===== src/flash_front_regs.vh =====
// Purpose: Shared constants of the serial flash device-side front end.
// Assumes: Included by its bare name from the design files.
// Notes: Opcodes, lane widths, dummy counts and the power-up write delay.
`ifndef FLASH_FRONT_REGS_VH
`define FLASH_FRONT_REGS_VH

// Instruction opcodes.
`define OP_WREN    8'h06
`define OP_WRDI    8'h04
`define OP_RDSR1   8'h05
`define OP_RDSR2   8'h35
`define OP_WRSR    8'h01
`define OP_PP      8'h02
`define OP_SE      8'h20
`define OP_BE      8'hd8
`define OP_CE      8'hc7
`define OP_SECW    8'h42
`define OP_FRD2    8'hbb
`define OP_FRD4    8'heb
`define OP_4LN_EN  8'h38
`define OP_4LN_DIS 8'hff
`define OP_RST     8'h99
`define OP_PD      8'hb9
`define OP_RPD     8'hab

// Lane widths in bits per serial clock.
`define LANES_1 3'h1
`define LANES_2 3'h2
`define LANES_4 3'h4

// Status positions owned by this block.
`define SR_WEN_BIT 1
`define SR_FLE_BIT 9

// Dummy clocks after the address of the fast reads (mode byte included).
`define DUMMY_DUAL 3'h4
`define DUMMY_QUAD 3'h6

// Power-up write delay and its count of system clocks.
`define MCLK_NS 10
`define PUW_TIME_NS 10000
`define PUW_CYCLES ((`PUW_TIME_NS + `MCLK_NS - 1) / `MCLK_NS)

`endif


===== src/flash_front.v =====
// Purpose: Device-side serial interface front end of a serial flash.
// Assumes: The serial clock is far slower than mclk and is sampled by it.
// Notes: The array, status storage and program engine sit outside.
`timescale 1ns/100ps
`include "flash_front_regs.vh"
module flash_front (
   // System clock and reset.
   input wire mclk,
   input wire rst_b,
   // Serial pins from the host.
   input wire spi_clk,
   input wire spi_cs_b,
   input wire [3:0] io_in,
   output reg [3:0] io_out,
   output reg [3:0] io_oe,
   // Status bits held outside.
   input wire four_line_enable_bit,
   input wire status_protect_lo,
   input wire status_protect_hi,
   input wire [15:0] status_in,
   // Array read port.
   input wire [7:0] rd_data,
   output wire [23:0] rd_addr,
   output reg rd_req,
   // Array write and erase port.
   output reg [7:0] wr_byte,
   output reg wr_byte_vld,
   output reg array_go,
   output reg [7:0] array_op,
   output reg [23:0] array_addr,
   output reg sr_wr_go,
   output reg [15:0] sr_wr_data,
   output reg [1:0] sr_wr_count,
   input wire op_done,
   // Mode and state indications.
   output reg write_enable_latch,
   output reg four_line_instruction_mode,
   output reg powered_down,
   output reg paused
);
   // One-hot protocol states.
   localparam [6:0] ST_CMD = 7'h01;
   localparam [6:0] ST_ADDR = 7'h02;
   localparam [6:0] ST_DUMMY = 7'h04;
   localparam [6:0] ST_DOUT = 7'h08;
   localparam [6:0] ST_DIN = 7'h10;
   localparam [6:0] ST_DONE = 7'h20;
   localparam [6:0] ST_IGN = 7'h40;

   // Shift bits in from the lanes in use, most significant first.
   function [7:0] shift_in;
      input [7:0] s;
      input [2:0] w;
      input [3:0] io;
      begin
         case (w)
            `LANES_1: shift_in = {s[6:0], io[0]};
            `LANES_2: shift_in = {s[5:0], io[1:0]};
            default: shift_in = {s[3:0], io};
         endcase
      end
   endfunction

   reg [1:0] rst_pipe_r; // Reset release pipeline.
   wire rst_sync_b; // Released reset used by everything else.
   wire sclk_s; // Synchronised serial clock.
   wire cs_b_s; // Synchronised chip select.
   wire [3:0] io_s; // Synchronised data lines.
   reg sclk_q_r; // Previous serial clock sample.
   reg cs_q_r; // Previous chip select sample.
   reg armed_r; // Select has been seen high since reset.
   reg puw_done_r; // Power-up write delay has expired.
   reg [9:0] puw_cnt_r; // Power-up delay counter.
   reg [6:0] st_r; // Protocol state.
   reg [7:0] op_r; // Current opcode.
   reg [7:0] sh_r; // Receive shifter.
   reg [2:0] bcnt_r; // Bits received in the current byte.
   reg [2:0] w_r; // Receive lane width.
   reg [1:0] nbyte_r; // Address bytes received.
   reg [23:0] addr_r; // Address, advanced during reads.
   reg [2:0] dcnt_r; // Dummy clocks counted.
   reg [7:0] out_r; // Transmit shifter.
   reg [2:0] ocnt_r; // Bits left in the transmit shifter.
   reg [2:0] ow_r; // Transmit lane width.
   reg drive_r; // First output bit has been driven.

   // Reset is asserted at once and released over two clocks.
   always @(posedge mclk or negedge rst_b) begin
      if (!rst_b) begin
         rst_pipe_r <= 2'b00;
      end else begin
         rst_pipe_r <= {rst_pipe_r[0], 1'b1};
      end
   end
   assign rst_sync_b = rst_pipe_r[1];

   // All pins pass two flops; select resets low so only a real high arms it.
   sync_bits #(.W(6), .RST_VAL(6'h2f)) u_sync (
      .clk(mclk),
      .rst_b(rst_sync_b),
      .d({spi_clk, spi_cs_b, io_in}),
      .q({sclk_s, cs_b_s, io_s})
   );

   wire sclk_rise = sclk_s & ~sclk_q_r;
   wire sclk_fall = ~sclk_s & sclk_q_r;
   wire cs_rise = cs_b_s & ~cs_q_r;
   // Selection counts only once select has been high after reset.
   wire sel = ~cs_b_s & armed_r;
   // Pause is only offered outside quad and four-line operation.
   wire hold_en = sel & ~four_line_enable_bit & ~four_line_instruction_mode;
   // A paused device ignores clock and data but keeps its state.
   wire act = sel & ~paused;
   // Edges are only looked at after select fell, so mode 3 is safe.
   wire rx = act & sclk_rise;
   wire tx = act & sclk_fall;
   wire [3:0] bsum = {1'b0, bcnt_r} + {1'b0, w_r};
   wire byte_done = bsum[3];
   wire [7:0] rx_byte = shift_in(sh_r, w_r, io_s);
   // In four-line mode the opcode arrives on four lanes in two clocks.
   wire [2:0] cmd_w = four_line_instruction_mode ? `LANES_4 : `LANES_1;
   // Write instructions need the latch and an expired power-up delay.
   wire wr_ok = write_enable_latch & puw_done_r;
   wire is_read = (op_r == `OP_FRD2) | (op_r == `OP_FRD4);
   wire wp_b = four_line_enable_bit | io_s[2];
   // Status writes blocked by lock bits or by the protect pin.
   wire sr_ok = ~status_protect_hi & ~(status_protect_lo & ~wp_b);
   wire [2:0] dummy_lim = (op_r == `OP_FRD4) ? `DUMMY_QUAD : `DUMMY_DUAL;
   wire [15:0] status_view;
   // Latch and four-line enable are shown at their status positions.
   assign status_view = {status_in[15:`SR_FLE_BIT+1], four_line_enable_bit,
                         status_in[`SR_FLE_BIT-1:`SR_WEN_BIT+1], write_enable_latch,
                         status_in[`SR_WEN_BIT-1:0]};
   wire [7:0] status_byte = (op_r == `OP_RDSR2) ? status_view[15:8] : status_view[7:0];
   assign rd_addr = addr_r;

   // Edge history, select arming and the power-up write delay.
   always @(posedge mclk or negedge rst_sync_b) begin
      if (!rst_sync_b) begin
         sclk_q_r <= 1'b1;
         cs_q_r <= 1'b1;
         armed_r <= 1'b0;
         puw_cnt_r <= 10'h000;
         puw_done_r <= 1'b0;
      end else begin
         sclk_q_r <= sclk_s;
         cs_q_r <= cs_b_s;
         if (cs_b_s) begin
            armed_r <= 1'b1;
         end
         // The delay runs from reset release, standing in for supply rise.
         if (puw_cnt_r == `PUW_CYCLES - 1) begin
            puw_done_r <= 1'b1;
         end else begin
            puw_cnt_r <= puw_cnt_r + 10'h001;
         end
      end
   end

   // Pause follows the pause input only while the serial clock is low.
   always @(posedge mclk or negedge rst_sync_b) begin
      if (!rst_sync_b) begin
         paused <= 1'b0;
      end else if (!hold_en) begin
         paused <= 1'b0;
      end else if (!sclk_s) begin
         paused <= ~io_s[3];
      end
   end

   // Output lanes and enables; floated when paused or deselected.
   always @* begin
      io_out = 4'h0;
      io_oe = 4'h0;
      if (drive_r & act & (st_r == ST_DOUT)) begin
         case (ow_r)
            `LANES_1: begin
               io_out = {2'b00, out_r[7], 1'b0};
               io_oe = 4'h2;
            end
            `LANES_2: begin
               io_out = {2'b00, out_r[7:6]};
               io_oe = 4'h3;
            end
            default: begin
               io_out = out_r[7:4];
               io_oe = 4'hf;
            end
         endcase
      end
   end

   // Protocol engine: receive on rising edges, send on falling edges.
   always @(posedge mclk or negedge rst_sync_b) begin
      if (!rst_sync_b) begin
         st_r <= ST_CMD;
         op_r <= 8'h00;
         sh_r <= 8'h00;
         bcnt_r <= 3'h0;
         w_r <= `LANES_1;
         nbyte_r <= 2'h0;
         addr_r <= 24'h000000;
         dcnt_r <= 3'h0;
         out_r <= 8'h00;
         ocnt_r <= 3'h0;
         ow_r <= `LANES_1;
         drive_r <= 1'b0;
         rd_req <= 1'b0;
         wr_byte <= 8'h00;
         wr_byte_vld <= 1'b0;
         array_go <= 1'b0;
         array_op <= 8'h00;
         array_addr <= 24'h000000;
         sr_wr_go <= 1'b0;
         sr_wr_data <= 16'h0000;
         sr_wr_count <= 2'h0;
         write_enable_latch <= 1'b0;
         four_line_instruction_mode <= 1'b0;
         powered_down <= 1'b0;
      end else begin
         rd_req <= 1'b0;
         wr_byte_vld <= 1'b0;
         array_go <= 1'b0;
         sr_wr_go <= 1'b0;
         // Completion clears the latch; a write enable later in this block wins.
         if (op_done) begin
            write_enable_latch <= 1'b0;
         end
         if (!sel) begin
            // Select rise runs instructions that ended on a byte boundary.
            if (cs_rise & armed_r & (bcnt_r == 3'h0)) begin
               if (st_r == ST_DONE) begin
                  case (op_r)
                     `OP_WREN: write_enable_latch <= puw_done_r;
                     `OP_WRDI: write_enable_latch <= 1'b0;
                     `OP_4LN_EN: four_line_instruction_mode <= four_line_enable_bit;
                     `OP_4LN_DIS: four_line_instruction_mode <= 1'b0;
                     `OP_RST: begin
                        four_line_instruction_mode <= 1'b0;
                        write_enable_latch <= 1'b0;
                     end
                     `OP_PD: powered_down <= 1'b1;
                     `OP_RPD: powered_down <= 1'b0;
                     default: begin
                        array_go <= 1'b1; // Erase with full address, or chip erase.
                        array_op <= op_r;
                        array_addr <= addr_r;
                     end
                  endcase
               end else if (st_r == ST_DIN) begin
                  if (op_r == `OP_WRSR) begin
                     sr_wr_go <= sr_ok & (sr_wr_count != 2'h0);
                  end else begin
                     array_go <= 1'b1;
                     array_op <= op_r;
                     array_addr <= addr_r;
                  end
               end
            end
            // Deselection abandons anything unfinished.
            st_r <= ST_CMD;
            bcnt_r <= 3'h0;
            nbyte_r <= 2'h0;
            dcnt_r <= 3'h0;
            ocnt_r <= 3'h0;
            drive_r <= 1'b0;
            w_r <= cmd_w;
         end else if (rx) begin
            sh_r <= rx_byte;
            bcnt_r <= bsum[2:0];
            case (st_r)
               ST_CMD: begin
                  if (byte_done) begin
                     op_r <= rx_byte;
                     ow_r <= cmd_w;
                     sr_wr_count <= 2'h0;
                     if (powered_down & (rx_byte != `OP_RPD)) begin
                        st_r <= ST_IGN;
                     end else begin
                        case (rx_byte)
                           `OP_WREN, `OP_WRDI, `OP_4LN_EN, `OP_4LN_DIS,
                           `OP_RST, `OP_PD, `OP_RPD: st_r <= ST_DONE;
                           `OP_RDSR1, `OP_RDSR2: st_r <= ST_DOUT;
                           `OP_WRSR: st_r <= wr_ok ? ST_DIN : ST_IGN;
                           `OP_PP, `OP_SE, `OP_BE, `OP_SECW:
                              st_r <= wr_ok ? ST_ADDR : ST_IGN;
                           `OP_CE: st_r <= wr_ok ? ST_DONE : ST_IGN;
                           `OP_FRD2: begin
                              st_r <= four_line_instruction_mode ? ST_IGN : ST_ADDR;
                              w_r <= `LANES_2;
                              ow_r <= `LANES_2;
                           end
                           `OP_FRD4: begin
                              st_r <= four_line_enable_bit ? ST_ADDR : ST_IGN;
                              w_r <= `LANES_4;
                              ow_r <= `LANES_4;
                           end
                           default: st_r <= ST_IGN;
                        endcase
                     end
                  end
               end
               ST_ADDR: begin
                  if (byte_done) begin
                     addr_r <= {addr_r[15:0], rx_byte};
                     nbyte_r <= nbyte_r + 2'h1;
                     if (nbyte_r == 2'h2) begin
                        if (is_read) begin
                           st_r <= ST_DUMMY;
                           rd_req <= 1'b1; // Prefetch the first byte.
                        end else if ((op_r == `OP_PP) | (op_r == `OP_SECW)) begin
                           st_r <= ST_DIN;
                        end else begin
                           st_r <= ST_DONE;
                        end
                     end
                  end
               end
               ST_DUMMY: begin
                  dcnt_r <= dcnt_r + 3'h1;
                  if (dcnt_r == dummy_lim - 3'h1) begin
                     st_r <= ST_DOUT;
                  end
               end
               ST_DIN: begin
                  if (byte_done) begin
                     if (op_r == `OP_WRSR) begin
                        if (sr_wr_count == 2'h0) begin
                           sr_wr_data[7:0] <= rx_byte;
                           sr_wr_count <= 2'h1;
                        end else if (sr_wr_count == 2'h1) begin
                           sr_wr_data[15:8] <= rx_byte;
                           sr_wr_count <= 2'h2;
                        end
                     end else begin
                        wr_byte <= rx_byte;
                        wr_byte_vld <= 1'b1;
                     end
                  end
               end
               ST_DONE: st_r <= ST_IGN; // Extra clocks cancel the instruction.
               ST_DOUT: st_r <= ST_DOUT; // Input lanes are don't care here.
               ST_IGN: st_r <= ST_IGN;
               default: st_r <= ST_IGN;
            endcase
         end else if (tx & (st_r == ST_DOUT)) begin
            drive_r <= 1'b1;
            if (ocnt_r == 3'h0) begin
               out_r <= is_read ? rd_data : status_byte; // Status repeats.
               ocnt_r <= 3'h0 - ow_r;
               if (is_read) begin
                  addr_r <= addr_r + 24'h000001;
                  rd_req <= 1'b1;
               end
            end else begin
               case (ow_r)
                  `LANES_1: out_r <= {out_r[6:0], 1'b0};
                  `LANES_2: out_r <= {out_r[5:0], 2'b00};
                  default: out_r <= {out_r[3:0], 4'h0};
               endcase
               ocnt_r <= ocnt_r - ow_r;
            end
         end
      end
   end
endmodule


===== src/sync_bits.v =====
// Purpose: Two-flop synchroniser for a group of asynchronous inputs.
// Assumes: Each bit is independent; no word coherence is promised.
// Notes: The first stage feeds only the second stage.
`timescale 1ns/100ps
module sync_bits #(
   parameter W = 6,
   parameter [W-1:0] RST_VAL = {W{1'b1}}
) (
   // Clock and reset.
   input wire clk,
   input wire rst_b,
   // Asynchronous inputs and their synchronised copies.
   input wire [W-1:0] d,
   output wire [W-1:0] q
);
   genvar i;
   generate
      for (i = 0; i < W; i = i + 1) begin : g_bit
         reg meta_r; // First stage, read only by the second stage.
         reg hold_r; // Second stage, safe for logic.
         // Each bit gets its own pair of flops.
         always @(posedge clk or negedge rst_b) begin
            if (!rst_b) begin
               meta_r <= RST_VAL[i];
               hold_r <= RST_VAL[i];
            end else begin
               meta_r <= d[i];
               hold_r <= meta_r;
            end
         end
         assign q[i] = hold_r;
      end
   endgenerate
endmodule


===== config.mk =====
export PLATFORM = sky130hd
export DESIGN_NAME = flash_front
export DESIGN_NICKNAME = d
export VERILOG_FILES = /design/src/flash_front.v /design/src/sync_bits.v
export VERILOG_INCLUDE_DIRS = /design/src
export SDC_FILE = /design/constraint.sdc
export NUM_CORES = 1
export LEC_CHECK = 0
export BUFFER_PORTS_ARGS = -buffer_cell sky130_fd_sc_hd__buf_2
export CORE_AREA = 2 2 131 120
export CTS_BUF_LIST = sky130_fd_sc_hd__clkbuf_8
export CTS_CLUSTER_SIZE = 30
export DETAILED_ROUTE_END_ITERATION = 8
export DIE_AREA = 0 0 133 122
export PLACE_DENSITY = 0.85
export SYNTH_ARGS = -nofsm -noshare
export SYNTH_HDL_FRONTEND = slang
export SYNTH_SLANG_ARGS = --single-unit

===== constraint.sdc =====
create_clock -name mclk -period 7 [get_ports mclk]
set_input_delay 1.4 -clock mclk [delete_from_list [all_inputs] [get_ports mclk]]
set_output_delay 1.4 -clock mclk [all_outputs]
set_load 0.005 [all_outputs]

Yosys cells after proc, flatten, opt, wreduce, memory -nomap -nowiden. Cells that the tools add are included.

Add/subtract/negate cells: 8. Equal/unequal tests: 68. Mux-type cells: 103. Bitwise logic cells: 37. Reductions and logical operators: 33.

Operators with widths (number): two-way mux 24 bit (10); equality test 8 bit, second input constant (14); two-way mux 7 bit (12); two-way mux 8 bit (7); one-hot mux 7 bit (7 select lines) (1); two-way mux 3 bit (16); equality test 8 x 3 -> 1 bit, second input constant (5); equality test 8 x 6 -> 1 bit, second input constant (5); one-hot mux 7 bit (5 select lines) (1); two-way mux 1 bit (32); one-hot mux 8 bit (2 select lines) (2); adder 24 x 1 -> 24 bit, second input constant (1); two-way mux 2 bit (10); bitwise AND 1 bit (19); != test 2 x 1 -> 1 bit, second input constant (9); AND reduction 6 bit (3); equality test 8 x 1 -> 1 bit, second input constant (2); equality test 8 x 2 -> 1 bit, second input constant (2); equality test 8 x 7 -> 1 bit, second input constant (2); != test 2 bit, second input constant (8); one-hot mux 4 bit (2 select lines) (2); nonzero test 2 bit (8); inverter 1 bit (15); AND reduction 5 bit (3); 37 further kinds (60).

Register bits after elaboration: 166. Input bits: 36.

Logic depth before layout (Yosys ltp).
Depth after elaboration: 11. Depth in mapped cells: 10. Gate-level depth less buffers: 9.

Modules after synthesis. From an unflattened synthesis, not the netlist that was laid out.

Cell total of the unflattened synthesis: 986. Area total of the unflattened synthesis: 8529.4 um2.

Modules (own cells, without submodules): flash_front (times used 1, cells each 968, area each 8171.6 um2); sync_bits (times used 1, cells each 18, area each 357.8 um2).

Worst setup path after synthesis. Ideal clock, no wire load.

Path kind: register to output. From: register st_r[4]. To: output io_out[2]. Data arrival time: 1.532 ns. Setup slack: 4.068 ns. Cell stages (with the launch flop): 7. Cells stage by stage: dfrtp_1 > nor3_1 > nand4b_1 > nor3_1 > nand2_1 > nor2_1 > and2_1.

Word-level cells in the longest chain between the ends: 3.

Ends and longest elaborated chain: start: declaration (line flash_front.v:74) `reg [6:0] st_r;`; start signal: assignment (line flash_front.v:284) `` `OP_WRSR: st_r <= wr_ok ? ST_DIN : ST_IGN; ``; start signal: assignment (line flash_front.v:286) `st_r <= wr_ok ? ST_ADDR : ST_IGN;`; start signal: assignment (line flash_front.v:287) `` `OP_CE: st_r <= wr_ok ? ST_DONE : ST_IGN; ``; equality test 7 x 4 -> 1 bit (line flash_front.v:175) `if (drive_r & act & (st_r == ST_DOUT)) begin`; bitwise AND 1 bit (line flash_front.v:175); two-way mux 4 bit (line flash_front.v:175); end: declaration (line flash_front.v:14) `output reg [3:0] io_out,`.

No other way between the ends.

Final worst setup path. Ends and elaborated chain as after synthesis.

==> impl_results.md <==
- Outcome: finished clean
- Cell Int Power: ~1400 uW
- Initial antenna violation count: 0
- Worst Tran Pin Value: 1.11 ns
- Post-synth top flop: dfrtp_1
- Die Y: 122 um
- Number of vias per cell: 6.02
- CP startpoint: st_r[4]
- Gate count of the mapped netlist: 929
- Peak VDD IR: roughly 0.14 mV
- NumNets Final: 1074
- Post-CTS resize count: 0
- Router iterations before antenna repair: 5
- CTS tree: yes
- Global Route Usage Sum: 27.3%
- Post-route ant nets: 0
- Crit path cell chain: nor3_1 > nand4b_1 > nor3_1 > nand2_1 > nor2_1 > and2_1 > buf_2
- Vias in the first global route: between 6000 and 7000
- Area contributors post-synth: dfrtp_1 44%, nand2_1 5.4%, o21ai_0 5.2%
- Setup CP Type: flip-flop to output pin
- Critical path launch point type: flip-flop
- Post-Syn Nets: 975
- 1st-iter DRT viols: between 800 and 900
- Sink Count: ~170
- Count of final setup violators: 0
- Initial core utilization: 57.6%
- Largest area contributor in the netlist: dfrtp_1
- Row cnt: 43
- Distinct cells, synth: 81
- Seq/Total Area, Yosys: roughly half
- Worst Hold Class: flip-flop to asynchronous set/reset pin
- Hold-fix buffers, CTS: 0
- RSZ-0062 raised after global routing: no
- Number of post-CTS setup repair buffers: 0
- Synth warn: 0
- Synth top area share: 43.7%
- Fmax: 0.267 GHz
- H-tree depth: 4
- LEAKAGE: 0.00465 uW
- Clock slew at reported path FFs: 0.10 ns
- Psw: ~560 uW
- Skew final: roughly 0.014 ns
- Total of flip-flops plus latches after synthesis: between 150 and 200
- Num CTS Buffers: 17
- Total Wirelength: 21.5 mm
- Reg2reg setup slack: roughly 3.4 ns
- Max-Cap Viols: 0
- Reg2reg path depth: 7
- Comb pwr share: 11.4%
- Power Density: 203 nW/um^2
- Diodes inserted: 0
- Cell mode on critical path: nor3_1
- Share of layout cells above drive strength 1: 23.5%
- Sequential power share: 52.1%
- Sw frac: 28.2%
- Worst R2R End: st_r[3]
- Commonest cells in the synthesized netlist: 151 x dfrtp_1, 125 x nand2_1, 89 x o21ai_0
- Area delta synth->final: 13.1%
- Fin crit share: 53.5%
- Largest net degree at the start of global routing: 74
- Worst skew pair latency: ~0.47 ns
- DIE WIDTH: about 130 um
- Relative slew slack: 25.6%
- Final critical-path required period: 3.75 ns
- First-pass GRT wire length: 35.0 mm
- Worst Path Max Fanout: 7
- EDFF count, synth: 0
- Final global-route overflow total: 0
- Clock share of power: 36.6%
- Finished Core Util: 65.1%
- Ports: 134
- Hold Vio Cnt, Final: 0
- # DRC: 0
- Clock Path Buffers: 2
- Die area: roughly 16000 sq um
- Vias: 7485
- Core area: roughly 15000 sq um
- CTS root buf: clkbuf_8
- Post-route setup TNS: 0 ns
- Reg2reg start: w_r[0]
- Routability cong.: 0.895
- FFs w/ async S/R, synth: 100%
- Crit path required time: 5.60 ns
- Count leader, synth: dfrtp_1
- CP max stage delay: 0.45 ns
- I/O Buffers: between 100 and 150
- DP HPWL: about 15 mm
- Critical path data arrival time: 2.35 ns
- Mapped cell area: 8650 sq um
- Worst setup EP type: output pin
- Max Slew Vio Count: 0
- Syn Area/Cell: 9.31 sq um
- Crit path max-delay cell type: dfrtp_1
- Wire per inst: 17.3 um
-- cell type report --
cell class              instances  area (sq um)
repair buffers                141           731
clock inverters                12           143
clock buffers                  20           275
inverters                      25          93.8
multi-input cells             677          4110
fillers                      1197          5230
well taps                     202           253
flip-flops and latches        166          4180
-- power by group through the flow --
stage,logic (uW),registers [uW],clock network (uW)
after floorplan,171,1040,0
after global placement,217,1050,0
after detailed placement,222,1050,0
after CTS,223,1030,734
after global routing,250,1040,774
final,226,1030,724
-- flip-flops by register name (all words and copies together), names as in the netlist, 2 cells and up --
| register | cells |
|---|---|
| w_r | 3 |
| nbyte_r | 2 |
| array_addr | 24 |
| rd_addr | 24 |
| dcnt_r | 3 |
| array_op | 8 |
| rst_pipe_r | 2 |
| u_sync.g_bit.meta_r | 6 |
| out_r | 8 |
| u_sync.g_bit.hold_r | 6 |
| st_r | 7 |
| sr_wr_count | 2 |
| ow_r | 3 |
| puw_cnt_r | 10 |
| sr_wr_data | 16 |
| op_r | 8 |
| bcnt_r | 3 |
| ocnt_r | 3 |
| sh_r | 7 |
| wr_byte | 8 |
-- logic make-up (layout without fill, tap and decap cells) --
group | Yosys count | after routing | synth area share, %
fa+ha+maj | 10 | 10 | 1.62
flops | 166 | 166 | 48.2
buf+inv | 86 | 198 | 4.40
compound gates | 262 | 262 | 18.5
other cells | 1 | 1 | 0.0434
simple gates | 351 | 351 | 20.9
xor+xnor | 15 | 15 | 1.52
mux | 38 | 38 | 4.80
-- worst max path at each step --
stage	end	slack [ns]	cells past startpoint
after global placement	st_r[3]	3.65	7
final	io_out[2]	3.25	7
after CTS	io_out[2]	3.22	7
after detailed placement	rd_addr[7]	3.56	8
after floorplan	armed_r	2.06	0
after global routing	io_out[2]	3.01	7
-- worst max-delay path: cells and delay by family (launching register included) --
| family | cells | cell delay (ns) |
|---|---|---|
| and+or+nand+nor | 6 | 1.33 |
| buffers and inverters | 1 | 0.10 |
| DFF | 1 | 0.45 |
-- routing by layer --
metal | vias to the layer above | wire (um) | global-route usage, %
li1 | 3524 | - | -
met1 | 3590 | 9110 | 38.0
met2 | 327 | 10400 | 43.2
met3 | 44 | 1560 | 5.37
met4 | 0 | 506 | 9.74
met5 | - | 0 | 0
-- cell usage in the layout (no fill, tap or decap), drive strengths merged, types with 21 or more instances in the layout --
cell type	instances
inv	30
nand2	125
nand3	30
a21oi	79
dfrtp	151
nor3	21
nor2	67
o21ai	99
buf	141
mux2	28
-- through the flow --
step / worst slack [ns] / total power, uW / hold slack, ns / cells / instance area, sq um
finish: 3.25 / 1980 / 0.325 / 1243 / 9780
global route: 3.01 / 2060 / 0.364 / 1243 / 9780
CTS: 3.22 / 1990 / 0.355 / 1243 / 9780
detailed placement: 3.56 / 1270 / 0.340 / 1211 / 9360
global placement: 3.65 / 1270 / 0.335 / 1211 / 9360
floorplan: 2.06 / 1210 / 0.331 / 929 / 8650
(Power assumes the default switching activity.)
